--- src/core/ctp_params.svh ---
`ifndef CTP_PARAMS_SVH
`define CTP_PARAMS_SVH

// ==========================================================
// Register indices; the byte address is four times the index.
`define CTP_IDX_LOW_DUTY 8'h28
`define CTP_IDX_HIGH_DUTY 8'h29
`define CTP_IDX_UPPER_MODE 8'h2a
`define CTP_IDX_PAIR_CTRL 8'h2b
`define CTP_IDX_STATUS 8'h2c
`define CTP_ADDR_LSB 2

// ==========================================================
// Reset values.
`define CTP_DUTY_RESET 8'hff
`define CTP_MODE_RESET 8'h00
`define CTP_CTRL_RESET 8'h00

// ==========================================================
// Field positions.
`define CTP_BIT_INIT 0
`define CTP_BIT_BUFEN 1
`define CTP_BIT_EXTCLK 2
`define CTP_MODE_LSB 3
`define CTP_CKSEL_LSB 5
`define CTP_BIT_RUN 0
`define CTP_BIT_CASCADE 1
`define CTP_MODE_PWM12 2'h2

// ==========================================================
// Counting limits.
`define CTP_CNT_LAST 8'hff
`define CTP_FRAME_LAST 4'hf
`define CTP_DIV_W 11

`endif

--- src/core/ctp_pkg.sv ---
package ctp_pkg;

  // ==========================================================
  // Register write carried from the bus slave.
  typedef struct packed {
    logic en;
    logic [7:0] index;
    logic [7:0] data;
    logic strb;
  } ctp_wr_type;

  // ==========================================================
  // Twelve-bit duty setting.
  typedef struct packed {
    logic [7:0] duty;
    logic [3:0] extra;
  } ctp_duty_type;

  // ==========================================================
  // Output phase within one cycle.
  typedef enum logic [1:0] {
    CTP_STOP = 2'b00,
    CTP_WAIT = 2'b01,
    CTP_DRIVE = 2'b10
  } ctp_phase_type;

endpackage

--- src/core/ctp_axil_slave.sv ---
`timescale 1ns/100ps
`include "ctp_params.svh"

module ctp_axil_slave
  import ctp_pkg::*;
#(
  parameter int AW = 10
) (
  // Clock and reset.
  input wire logic aclk,
  input wire logic aresetn,
  // Write channels.
  input wire logic [AW-1:0] awaddr,
  input wire logic awvalid,
  output logic awready,
  input wire logic [31:0] wdata,
  input wire logic [3:0] wstrb,
  input wire logic wvalid,
  output logic wready,
  output logic [1:0] bresp,
  output logic bvalid,
  input wire logic bready,
  // Read channels.
  input wire logic [AW-1:0] araddr,
  input wire logic arvalid,
  output logic arready,
  output logic [31:0] rdata,
  output logic [1:0] rresp,
  output logic rvalid,
  input wire logic rready,
  // Register side.
  output ctp_wr_type wr,
  output logic [7:0] rd_index,
  input wire logic [7:0] rd_byte
);

  logic aw_full;
  logic w_full;
  logic [AW-1:0] aw_addr;
  logic [7:0] w_byte;
  logic w_lane;
  logic rd_pend;

  // ==========================================================
  // Write address and data are held until both are in.
  always_ff @(posedge aclk) begin
    if (!aresetn) begin
      awready <= 1'b1;
      wready <= 1'b1;
      aw_full <= 1'b0;
      w_full <= 1'b0;
      aw_addr <= '0;
      w_byte <= 8'h00;
      w_lane <= 1'b0;
      bvalid <= 1'b0;
      bresp <= 2'h0;
      wr <= '0;
    end else begin
      wr.en <= 1'b0;
      if (awvalid && awready) begin
        aw_full <= 1'b1;
        awready <= 1'b0;
        aw_addr <= awaddr;
      end
      if (wvalid && wready) begin
        w_full <= 1'b1;
        wready <= 1'b0;
        w_byte <= wdata[7:0];
        w_lane <= wstrb[0];
      end
      if (aw_full && w_full && !bvalid) begin
        wr <= '{en: 1'b1, index: aw_addr[`CTP_ADDR_LSB +: 8], data: w_byte, strb: w_lane};
        bvalid <= 1'b1;
        bresp <= 2'h0;
      end
      if (bvalid && bready) begin
        bvalid <= 1'b0;
        aw_full <= 1'b0;
        w_full <= 1'b0;
        awready <= 1'b1;
        wready <= 1'b1;
      end
    end
  end

  // ==========================================================
  // Reads answer one edge after the address is taken.
  always_ff @(posedge aclk) begin
    if (!aresetn) begin
      arready <= 1'b1;
      rd_index <= 8'h00;
      rd_pend <= 1'b0;
      rvalid <= 1'b0;
      rdata <= 32'h0;
      rresp <= 2'h0;
    end else begin
      if (arvalid && arready) begin
        arready <= 1'b0;
        rd_index <= araddr[`CTP_ADDR_LSB +: 8];
        rd_pend <= 1'b1;
      end
      if (rd_pend) begin
        rdata <= {24'h0, rd_byte};
        rvalid <= 1'b1;
        rd_pend <= 1'b0;
      end
      if (rvalid && rready) begin
        rvalid <= 1'b0;
        arready <= 1'b1;
      end
    end
  end

endmodule // ctp_axil_slave

--- src/core/ctp_pwm.sv ---
// Contract
// RULE_01 - Extra bits stretch frame cycles 9; 5,13; 3,7,11,15; all even cycles.
// RULE_02 - Initial-level bit picks the pin's idle level, 0 low, 1 high.
// RULE_03 - While stopped the pin shows the initial-level bit.
// RULE_04 - Run bit set makes the counter step once per source tick.
// RULE_05 - Counter equal to duty value flips the pin away from idle.
// RULE_06 - Stretched cycles flip at duty plus one, one tick longer idle.
// RULE_07 - All extra bits zero means no cycle is stretched.
// RULE_08 - Count 256 wraps to zero and returns the pin to idle.
// RULE_09 - Every wrap pulses the cycle interrupt.
// RULE_10 - Every sixteenth wrap pulses the frame interrupt.
// RULE_11 - Clearing run stops, zeroes the counter and restores idle level.
// RULE_12 - External clock enters on the input pin, slow enough, wide levels.
// RULE_13 - Buffer-enable bit 0 disables, 1 enables duty buffering.
// RULE_14 - Buffered running writes wait until the frame end, then load.
// RULE_15 - Buffered reads return the last written buffer contents.
// RULE_16 - Writes while stopped load the active value at once.
// RULE_17 - Software writes low then high; high write commits both.
// RULE_18 - Unbuffered running writes act at once; passed values wait a wrap.
// RULE_19 - Unbuffered value equal to count matches right after the write.
// RULE_20 - Software should buffer when off-grid edges are unacceptable.
// RULE_21 - Low reg holds duty 7..4 and extra bits; high holds duty 3..0.
// RULE_22 - Mode acts only with cascade set and upper mode field 10.
// RULE_23 - A four-bit frame index steps on each wrap.
//
// Chosen here: the AXI4-Lite slave port and the placing of the registers.
`timescale 1ns/100ps
`include "ctp_params.svh"

module ctp_pwm
  import ctp_pkg::*;
#(
  parameter int AW = 10
) (
  // Clock and reset.
  input wire logic aclk,
  input wire logic aresetn,
  // Register bus.
  input wire logic [AW-1:0] awaddr,
  input wire logic awvalid,
  output logic awready,
  input wire logic [31:0] wdata,
  input wire logic [3:0] wstrb,
  input wire logic wvalid,
  output logic wready,
  output logic [1:0] bresp,
  output logic bvalid,
  input wire logic bready,
  input wire logic [AW-1:0] araddr,
  input wire logic arvalid,
  output logic arready,
  output logic [31:0] rdata,
  output logic [1:0] rresp,
  output logic rvalid,
  input wire logic rready,
  // Pins.
  input wire logic timer_input_pin,
  output logic pwm_output_pin,
  // Events.
  output logic cycle_irq,
  output logic frame_irq
);

  ctp_wr_type wr;
  logic [7:0] rd_index;
  logic [7:0] rd_byte;
  logic [7:0] low_duty_reg;
  logic [7:0] high_duty_reg;
  logic [7:0] upper_mode_reg;
  logic [7:0] pair_control_reg;
  ctp_duty_type buf_duty;
  ctp_duty_type act_duty;
  ctp_phase_type phase;
  ctp_phase_type next_phase;
  logic [7:0] count;
  logic [3:0] frame_idx;
  logic [`CTP_DIV_W-1:0] prescale;
  logic sync1;
  logic sync2;
  logic sync3;
  logic ext_level;

  // ==========================================================
  // Bus slave.
  ctp_axil_slave #(.AW(AW)) u_slave (
    .aclk(aclk),
    .aresetn(aresetn),
    .awaddr(awaddr),
    .awvalid(awvalid),
    .awready(awready),
    .wdata(wdata),
    .wstrb(wstrb),
    .wvalid(wvalid),
    .wready(wready),
    .bresp(bresp),
    .bvalid(bvalid),
    .bready(bready),
    .araddr(araddr),
    .arvalid(arvalid),
    .arready(arready),
    .rdata(rdata),
    .rresp(rresp),
    .rvalid(rvalid),
    .rready(rready),
    .wr(wr),
    .rd_index(rd_index),
    .rd_byte(rd_byte)
  );

  // ==========================================================
  // Functions.
  function automatic logic wr_hit(input ctp_wr_type w, input logic [7:0] idx);
    return w.en && w.strb && (w.index == idx);
  endfunction

  function automatic logic [`CTP_DIV_W-1:0] div_mask(input logic [2:0] sel);
    case (sel)
      3'h0: div_mask = 11'h7ff;
      3'h1: div_mask = 11'h3ff;
      3'h2: div_mask = 11'h0ff;
      3'h3: div_mask = 11'h03f;
      3'h4: div_mask = 11'h00f;
      3'h5: div_mask = 11'h003;
      3'h6: div_mask = 11'h001;
      default: div_mask = 11'h000;
    endcase
  endfunction

  // Frame index n stands for cycle n plus one.
  function automatic logic is_stretched(input logic [3:0] ad, input logic [3:0] idx);
    return (ad[0] && idx == 4'h8) || // RULE_01
      (ad[1] && idx[2:0] == 3'h4) ||
      (ad[2] && idx[1:0] == 2'h2) ||
      (ad[3] && idx[0]);
  endfunction

  // ==========================================================
  // Decoding.
  wire init_level_bit = upper_mode_reg[`CTP_BIT_INIT]; // RULE_02
  wire buffer_enable_bit = upper_mode_reg[`CTP_BIT_BUFEN]; // RULE_13
  wire ext_clock_sel = upper_mode_reg[`CTP_BIT_EXTCLK];
  wire [1:0] upper_mode_field = upper_mode_reg[`CTP_MODE_LSB +: 2];
  wire [2:0] clock_sel = upper_mode_reg[`CTP_CKSEL_LSB +: 3];
  wire upper_run_bit = pair_control_reg[`CTP_BIT_RUN];
  wire cascade_bit = pair_control_reg[`CTP_BIT_CASCADE];
  wire mode_ok = cascade_bit && (upper_mode_field == `CTP_MODE_PWM12); // RULE_22
  wire running = upper_run_bit && mode_ok;
  wire wr_low = wr_hit(wr, `CTP_IDX_LOW_DUTY);
  wire wr_high = wr_hit(wr, `CTP_IDX_HIGH_DUTY);
  wire wr_mode = wr_hit(wr, `CTP_IDX_UPPER_MODE);
  wire wr_ctrl = wr_hit(wr, `CTP_IDX_PAIR_CTRL);
  wire hold_in_buffer = running && buffer_enable_bit; // RULE_14
  wire int_tick = &(prescale | ~div_mask(clock_sel));
  wire ext_fall = (sync2 == sync3) && !sync3 && ext_level; // RULE_12
  wire tick = running && (ext_clock_sel ? ext_fall : int_tick); // RULE_04
  wire overflow = tick && (count == `CTP_CNT_LAST); // RULE_08
  wire frame_end = overflow && (frame_idx == `CTP_FRAME_LAST); // RULE_10
  wire stretch = is_stretched(act_duty.extra, frame_idx); // RULE_06 RULE_07
  wire [8:0] target = {1'b0, act_duty.duty} + {8'h00, stretch};
  wire match = ({1'b0, count} == target); // RULE_05 RULE_19
  wire [7:0] status = {2'b00, pwm_output_pin, running, frame_idx};
  // A high write joins the held low byte with the new nibble.
  wire ctp_duty_type new_duty = '{duty: {low_duty_reg[7:4], wr.data[3:0]}, extra: low_duty_reg[3:0]}; // RULE_21

  assign rd_byte = (rd_index == `CTP_IDX_LOW_DUTY) ? low_duty_reg : // RULE_15
    (rd_index == `CTP_IDX_HIGH_DUTY) ? high_duty_reg :
    (rd_index == `CTP_IDX_UPPER_MODE) ? upper_mode_reg :
    (rd_index == `CTP_IDX_PAIR_CTRL) ? pair_control_reg :
    (rd_index == `CTP_IDX_STATUS) ? status : 8'h00;

  // ==========================================================
  // Registers.
  always_ff @(posedge aclk) begin
    if (!aresetn) begin
      low_duty_reg <= `CTP_DUTY_RESET;
      high_duty_reg <= `CTP_DUTY_RESET;
      upper_mode_reg <= `CTP_MODE_RESET;
      pair_control_reg <= `CTP_CTRL_RESET;
    end else begin
      if (wr_low) begin
        low_duty_reg <= wr.data;
      end
      if (wr_high) begin
        high_duty_reg <= wr.data;
      end
      if (wr_mode && !upper_run_bit) begin
        upper_mode_reg <= wr.data;
      end
      if (wr_ctrl) begin
        pair_control_reg <= wr.data;
      end
    end
  end

  // ==========================================================
  // Duty buffer and active value.
  always_ff @(posedge aclk) begin
    if (!aresetn) begin
      buf_duty <= '1;
      act_duty <= '1;
    end else begin
      if (wr_high && buffer_enable_bit) begin
        buf_duty <= new_duty; // RULE_17
      end
      if (wr_high && !hold_in_buffer) begin
        act_duty <= new_duty; // RULE_16 RULE_18
      end else if (frame_end && buffer_enable_bit) begin
        act_duty <= buf_duty; // RULE_14
      end
    end
  end

  // ==========================================================
  // Source clock: divider and external pin.
  always_ff @(posedge aclk) begin
    if (!aresetn) begin
      prescale <= '0;
      sync1 <= 1'b1;
      sync2 <= 1'b1;
      sync3 <= 1'b1;
      ext_level <= 1'b1;
    end else begin
      prescale <= running ? prescale + 1'b1 : '0;
      sync1 <= timer_input_pin;
      sync2 <= sync1;
      sync3 <= sync2;
      if (sync2 == sync3) begin
        ext_level <= sync3;
      end
    end
  end

  // ==========================================================
  // Counter and frame index.
  always_ff @(posedge aclk) begin
    if (!aresetn) begin
      count <= 8'h00;
      frame_idx <= 4'h0;
    end else if (!running) begin
      count <= 8'h00; // RULE_11
      frame_idx <= 4'h0;
    end else begin
      if (tick) begin
        count <= count + 8'h01; // RULE_04 RULE_08
      end
      if (overflow) begin
        frame_idx <= frame_idx + 4'h1; // RULE_23
      end
    end
  end

  // ==========================================================
  // Output phase.
  always_comb begin
    case (phase)
      CTP_STOP: next_phase = running ? CTP_WAIT : CTP_STOP;
      CTP_WAIT: begin
        if (!running) begin
          next_phase = CTP_STOP; // RULE_11
        end else if (overflow) begin
          next_phase = CTP_WAIT;
        end else if (match) begin
          next_phase = CTP_DRIVE; // RULE_05
        end else begin
          next_phase = CTP_WAIT;
        end
      end
      CTP_DRIVE: begin
        if (!running) begin
          next_phase = CTP_STOP;
        end else if (overflow) begin
          next_phase = CTP_WAIT; // RULE_08
        end else begin
          next_phase = CTP_DRIVE;
        end
      end
      default: next_phase = CTP_STOP;
    endcase
  end

  always_ff @(posedge aclk) begin
    if (!aresetn) begin
      phase <= CTP_STOP;
      pwm_output_pin <= 1'b0;
      cycle_irq <= 1'b0;
      frame_irq <= 1'b0;
    end else begin
      phase <= next_phase;
      pwm_output_pin <= init_level_bit ^ (next_phase == CTP_DRIVE); // RULE_02 RULE_03
      cycle_irq <= overflow; // RULE_09
      frame_irq <= frame_end; // RULE_10
    end
  end
endmodule // ctp_pwm

--- config.mk ---
export PLATFORM = sky130hd
export DESIGN_NAME = ctp_pwm
export DESIGN_NICKNAME = d
export VERILOG_FILES = /design/src/core/ctp_pkg.sv /design/src/core/ctp_axil_slave.sv /design/src/core/ctp_pwm.sv
export VERILOG_INCLUDE_DIRS = /design/src /design/src/core
export SDC_FILE = /design/constraint.sdc
export NUM_CORES = 1
export LEC_CHECK = 0
export BUFFER_PORTS_ARGS = -buffer_cell sky130_fd_sc_hd__buf_4
export CAP_MARGIN = 20
export CORE_AREA = 2 2 118 120
export CTS_CLUSTER_DIAMETER = 150
export DETAILED_ROUTE_END_ITERATION = 8
export DIE_AREA = 0 0 120 122
export PLACE_DENSITY_LB_ADDON = 0.2
export SYNTH_ARGS = -nofsm -noshare
export SYNTH_HDL_FRONTEND = slang
export SYNTH_SLANG_ARGS = --single-unit
--- constraint.sdc ---
create_clock -name aclk -period 2.8 [get_ports aclk]
set_clock_uncertainty 0.05 [all_clocks]
set_input_delay 0.56 -clock aclk [delete_from_list [all_inputs] [get_ports aclk]]
set_output_delay 0.56 -clock aclk [all_outputs]
set_load 0.02 [all_outputs]
* Word level (Yosys, flattened, before mapping)
Cells that the tools add are included.
Word-level totals: register bits 149, input bits 64, output and inout bits 44
Operators by class: add/subtract/negate cells 4, equal/unequal tests 26, multiplexer cells 18, bitwise gates (word level) 4, reductions and logical operators 43
Operators by type and width (number):
- $pmux W11 S7 | 1
- $eq A8 B6 Y1 const B | 9
- $mux W8 | 4
- $logic_and A1 B1 Y1 | 28
- $mux W12 | 2
- $mux W18 | 1
- $eq A3 B3 Y1 const B | 4
- $add A11 B1 Y11 const B | 1
- $not A11 Y11 | 1
- $or A11 B11 Y11 | 1
- $reduce_and A11 Y1 | 1
- $mux W2 | 5
- $add A8 B1 Y9 | 1
- $eq A8 B9 Y1 | 1
- $add A8 B1 Y8 const B | 1
- $eq A2 B2 Y1 const B | 4
- $eq A4 B4 Y1 const B | 2
- $eq A8 B8 Y1 const B | 1
- $eq A3 B2 Y1 const B | 2
- $mux W6 | 1
- $pmux W2 S3 | 1
- $reduce_or A2 Y1 | 3
- $add A4 B1 Y4 const B | 1
- $logic_not A1 Y1 | 4
- other kinds (11) | 15

* Logic depth before layout (Yosys ltp)
word-level depth 13, depth in mapped cells 12, mapped depth without buffers 12

* Modules after synthesis
From an unflattened synthesis, not the netlist that was laid out.
Second synthesis, totals: cells, all modules 791, area, all modules 6984.2 µm²
By module, submodules not included:
- ctp_pwm | instances 1, cells an instance 524, area each 4415.5 µm²
- ctp_axil_slave | instances 1, cells an instance 267, area each 2568.7 µm²

* Worst setup path after synthesis
No wires, ideal clock.
kind register to register, from register frame_idx[0], to register pwm_output_pin, data arrival time 2.604 ns, data required time 2.655 ns, path slack 0.050 ns, cell stages (with the launch flop) 13, buffers on the path 0, period minus slack after synthesis 2.750 ns, path through dfxtp_1 inv_1 ha_1 a222oi_1 inv_1 ha_1 ha_1 o21ba_2 a221oi_1 a21oi_1 nor4_2 nand3_1 o311ai_1
On the way: longest elaborated chain between the ends 13, elaborated cells between the ends (all ways) 18
RTL lines:
- start, declared | line ctp_pwm.sv:76 | logic [3:0] frame_idx;
- start signal, assigned | line ctp_pwm.sv:247 | frame_idx <= frame_idx + 4'h1;
- $eq A4 B4 Y1 or $eq A3 B3 Y1 (tied branches) | line ctp_pwm.sv:131, ctp_pwm.sv:132
- $logic_and A1 B1 Y1, on equally long branches | line ctp_pwm.sv:131, ctp_pwm.sv:132
- $logic_or A1 B1 Y1 | line ctp_pwm.sv:131 | return (ad[0] && idx == 4'h8) ||
- $logic_or A1 B1 Y1 | line ctp_pwm.sv:132 | (ad[1] && idx[2:0] == 3'h4) ||
- $logic_or A1 B1 Y1 * | line ctp_pwm.sv:133 | (ad[2] && idx[1:0] == 2'h2) ||
- $add A8 B1 Y9 * | line ctp_pwm.sv:159 | wire [8:0] target = {1'b0, act_duty.duty} + {8'h00, stretch};
- $eq A8 B9 Y1 * | line ctp_pwm.sv:160 | wire match = ({1'b0, count} == target);
- $mux W2 * | line ctp_pwm.sv:262 | end else if (match) begin
- $mux W2 * | line ctp_pwm.sv:260 | end else if (overflow) begin
- $mux W2 * | line ctp_pwm.sv:258 | if (!running) begin
- $pmux W2 S3 * | line ctp_pwm.sv:255 | case (phase)
- $eq A2 B2 Y1 * | line ctp_pwm.sv:289 | pwm_output_pin <= init_level_bit ^ (next_phase == CTP_DRIVE);
- $xor A1 B1 Y1 * | line ctp_pwm.sv:289
- end signal, assigned | line ctp_pwm.sv:289
- end, declared | line ctp_pwm.sv:58 | output logic pwm_output_pin,
Every way passes the cells marked *; elsewhere a longest branch is shown, timed or not. A chain may end at the register's enable or synchronous reset.

* Final worst setup path
Ends and elaborated chain as after synthesis.

==> results.txt <==
----------------------------------------------------
[Final layout]
  Number of nets in the layout ... 872
  Most common cell after layout, fill and taps aside ... dfxtp_1
  Top register by number of flip-flops ... u_slave.wr
  Post-Route Utilization ... 57.4%
  Layout area overhead ... 16.9%
  Diodes inserted ... 0
  Flip-flop count of the largest register after layout ... 18
  Layout cell share with drive strength beyond 1 ... 15.7%
  Seq. cell area ... 2950 um^2
  Area of all placed cells without fillers ... 7760 um^2
  Registers with the most flip-flops ... u_slave.wr x18, act_duty x12, buf_duty x12
  Commonest cells after routing, fill and taps aside ... dfxtp_1 (145), nand2_1 (136), buf_4 (71), a21boi_0 (51), nand3_1 (43)
  Fill cell instance count of the final layout ... 1220
  Area of the multi-input gates ... 3410 um^2

[Power]
  Switching share of power ... 22.3%
  Combinational Power Share ... 4.5%
  IR Drop Worst-Case VDD ... 0.000422 V
  Overall power of the completed layout ... 0.00465 W
  Cell-internal power ... 0.00361 W
  Total power per unit cell area ... 599 nW/um^2
  Clock network power share ... 49.0%
  P_leak ... 3.14 nW
  Sw power ... 0.00103 W
  Seq pwr share ... 46.5%

[Timing]
  Number of setup violations in the final report ... 1
  Final Max Tran Viols ... 0
  Worst slew margin relative to its limit ... 57.8%
  Setup repair after global routing missed its margin ... true
  Post-route setup TNS ... -0.0488 ns
  Fin. Hold Viols ... 0
  Final clock period utilization by the worst path ... 102%
  FMAX ... 0.351 GHz
  Final critical-path setup slack ... -0.0488 ns
  Transition time at the pin with the least slew margin ... 0.632 ns
  Min cycle time layout ... 2.85 ns

[Worst setup path]
  Cell with the most instances on the worst path ... ha_4
  CP max FO ... 3
  Slowest cell on the critical path ... dfxtp_2
  Worst setup path end ... pwm_output_pin
  Source of the worst register-to-register timing path ... frame_idx[0]
  Nature of the critical path startpoint ... register
  Arrival time at the worst endpoint ... 3.08 ns
  Capturing element type of the critical path ... register
  Start-to-end type of the worst setup path ... register to register
  Critical path, cell by cell ... inv_2, ha_4, a222oi_1, inv_1, ha_4, ha_4, o21ba_4, a221oi_2, a21oi_1, nor4_2, buf_4, a311o_1, o311ai_2
  Reg2reg setup slack ... -0.05 ns
  Data required time of the critical path ... 3.03 ns
  CP max stage delay ... 0.33 ns
  FF-to-FF End ... pwm_output_pin
  Depth of the most critical reg-to-reg path ... 13
  Crit path launch ... frame_idx[0]

[Logic synthesis]
  Share of the synthesized area in the top cell type ... 44.4%
  Post-synthesis area per instance ... 8.81 um^2
  Main flop type after synthesis ... dfxtp_1
  Cell type contributing the most total cell area after synthesis ... dfxtp_1
  Post-synth EDFFs ... 0
  Share of synthesized flip-flops with an asynchronous set or reset ... 0%
  Sequential share of the synthesized area ... 44.4%
  Number of distinct library cell variants in the gate-level netlist after synthesis ... 61
  Number of synthesis warnings ... 0
  Number of synthesized register bits ... 147
  Post-synthesis instance total ... 753
  Cell Area, Synth ... 6640 um^2
  Synth top area cells ... dfxtp_1 (44%), nand2_1 (7.7%), mux2i_1 (5.9%)

[Routing]
  Final WL ... 15100 um
  Number of routed nets with antenna violations ... 0
  Detailed-router iteration count before antenna repair ... 5
  Vias per inst ... 5.33
  Avg WL per Cell ... 15.2 um
  Via Count ... 5293
  Number of DRC violations after detailed-routing iteration 0 ... 363
  Residual DRC ... 0

[Place]
  Total of buffers placed on input and output ports ... 48
  Placed instance area ... 7080 um^2
  Global placer's final weighted congestion ... 0.854
  HPWL reported at the end of detailed placement ... 10600 um

[Floorplanning]
  Total die area ... 14600 um^2
  IO Pins ... 108
  Std cell rows ... 43
  Area of the placeable core ... 13500 um^2
  Starting density of the core ... 49.1%
  Width of the die ... 120 um
  Chip height ... 122 um

[Job]
  Max Cap Viol ... 0

[Global route]
  Initial antenna violation count ... 0
  Vias in the first global route ... 5212
  Largest net degree at the start of global routing ... 47
  Overall fraction of global-route tracks in use ... 21.6%
  Global-route wire length before repair ... 24800 um
  Grt total ovfl ... 0

[Clock network]
  Maximum buffer depth of the clock tree ... 2
  CTS root buffer ... clkbuf_16
  H-tree levels ... 4
  Number of sinks on the clock net ... 147
  Clock latency of the later-clocked register in the worst-skew pair ... 0.42 ns
  Clock buffer count from CTS ... 17
  Clock-pin transition on the worst setup and hold timing paths ... 0.06 ns
  TritonCTS clock tree ... done

[Outcome]
  Result of the run ... finished, violations left
  Failing checks ... setup timing

[Worst hold path]
  Hold Crit Class ... input pin to register

----------------------------------------------------
-- worst max-delay path, delay by kind of cell, from the launching register on --
kind            cells  cell delay [ns]
fa+ha+maj           3             0.49
flops               1             0.33
buf+inv             3             0.36
compound gates      6             1.16
simple gates        1             0.32
-- how the worst min path moves through the flow --
| stage | from | endpoint | slack [ns] | depth (start not counted) |
|---|---|---|---|---|
| after floorplan | sync1 | sync2 | 0.34 | 1 |
| after global placement | sync1 | sync2 | 0.34 | 1 |
| after detailed placement | sync1 | sync2 | 0.35 | 1 |
| after CTS | timer_input_pin | sync1 | 0.26 | 2 |
| after global routing | timer_input_pin | sync1 | 0.28 | 2 |
| final | timer_input_pin | sync1 | 0.28 | 2 |
-- Yosys cell counts (all sizes together) (3+ instances only) --
cell type    n
nand4b       3
xor2        15
nand2b      10
nand2      136
ha           8
and3         8
a21oi       20
clkbuf      31
o21a         3
o22ai       12
nor2b       20
nand3b       3
and4b        4
o211ai       9
nor3        16
o21ai       22
buf         39
dfxtp      147
a22o         6
mux2i       39
inv         12
xnor2        9
and2         7
or3          4
nand4        8
a21boi      51
nand3       46
nor2        34
-- cells by family after synthesis --
group                    synth area share, %
AND/OR/NAND/NOR                         23.6
flip-flops                              44.4
AO/OA/AOI/OAI                           14.4
buffers and inverters                   6.71
multiplexers                            6.22
XOR/XNOR                                3.17
adder cells (fa/ha/maj)                 1.51
other                                 0.0565
-- power groups by stage --
stage / clock, W / combinational [W] / sequential (W)
floorplan: 0 / 0.000179 / 0.00219
detailed placement: 0 / 0.000211 / 0.00221
finish: 0.00227 / 0.000211 / 0.00216
CTS: 0.00232 / 0.000212 / 0.00216
global placement: 0 / 0.000206 / 0.00221
global route: 0.00241 / 0.000235 / 0.00217
-- repair_timing --
action                                  in CTS  in global routing
hold buffers                                 0                  0
pin swaps                                    2                  6
endpoints found under the setup margin       1                  3
setup buffers                                1                  1
resized for setup                            2                 13
-- cell type report --
type / instances / share of cell area, %
multi-input combinational: 551 / 44.0
sequential: 147 / 38.0
timing repair buffer: 71 / 6.87
clock buffer: 19 / 5.58
tap: 180 / 2.90
clock inverter: 13 / 2.06
inverter: 12 / 0.581
-- through the flow --
stage | hold slack (ns) | cells | setup WS (ns)
6_report | 0.276 | 993 | -0.0488
5_1_grt | 0.284 | 993 | -0.211
4_1_cts | 0.256 | 992 | 0.0315
3_5_place_dp | 0.352 | 959 | -0.0770
3_3_place_gp | 0.344 | 959 | 0.0412
2_1_floorplan | 0.336 | 780 | 0.0504
-- layer usage --
metal / vias up / share of wire, % / track usage [%]
met4: 0 / 1.9 / 8.16
met2: 121 / 50 / 37.9
met1: 2505 / 44 / 25.1
li1: 2646 / - / -
met5: - / 0 / 0
met3: 21 / 4.7 / 5.90
No activity file was read; power rests on OpenSTA's default activity.
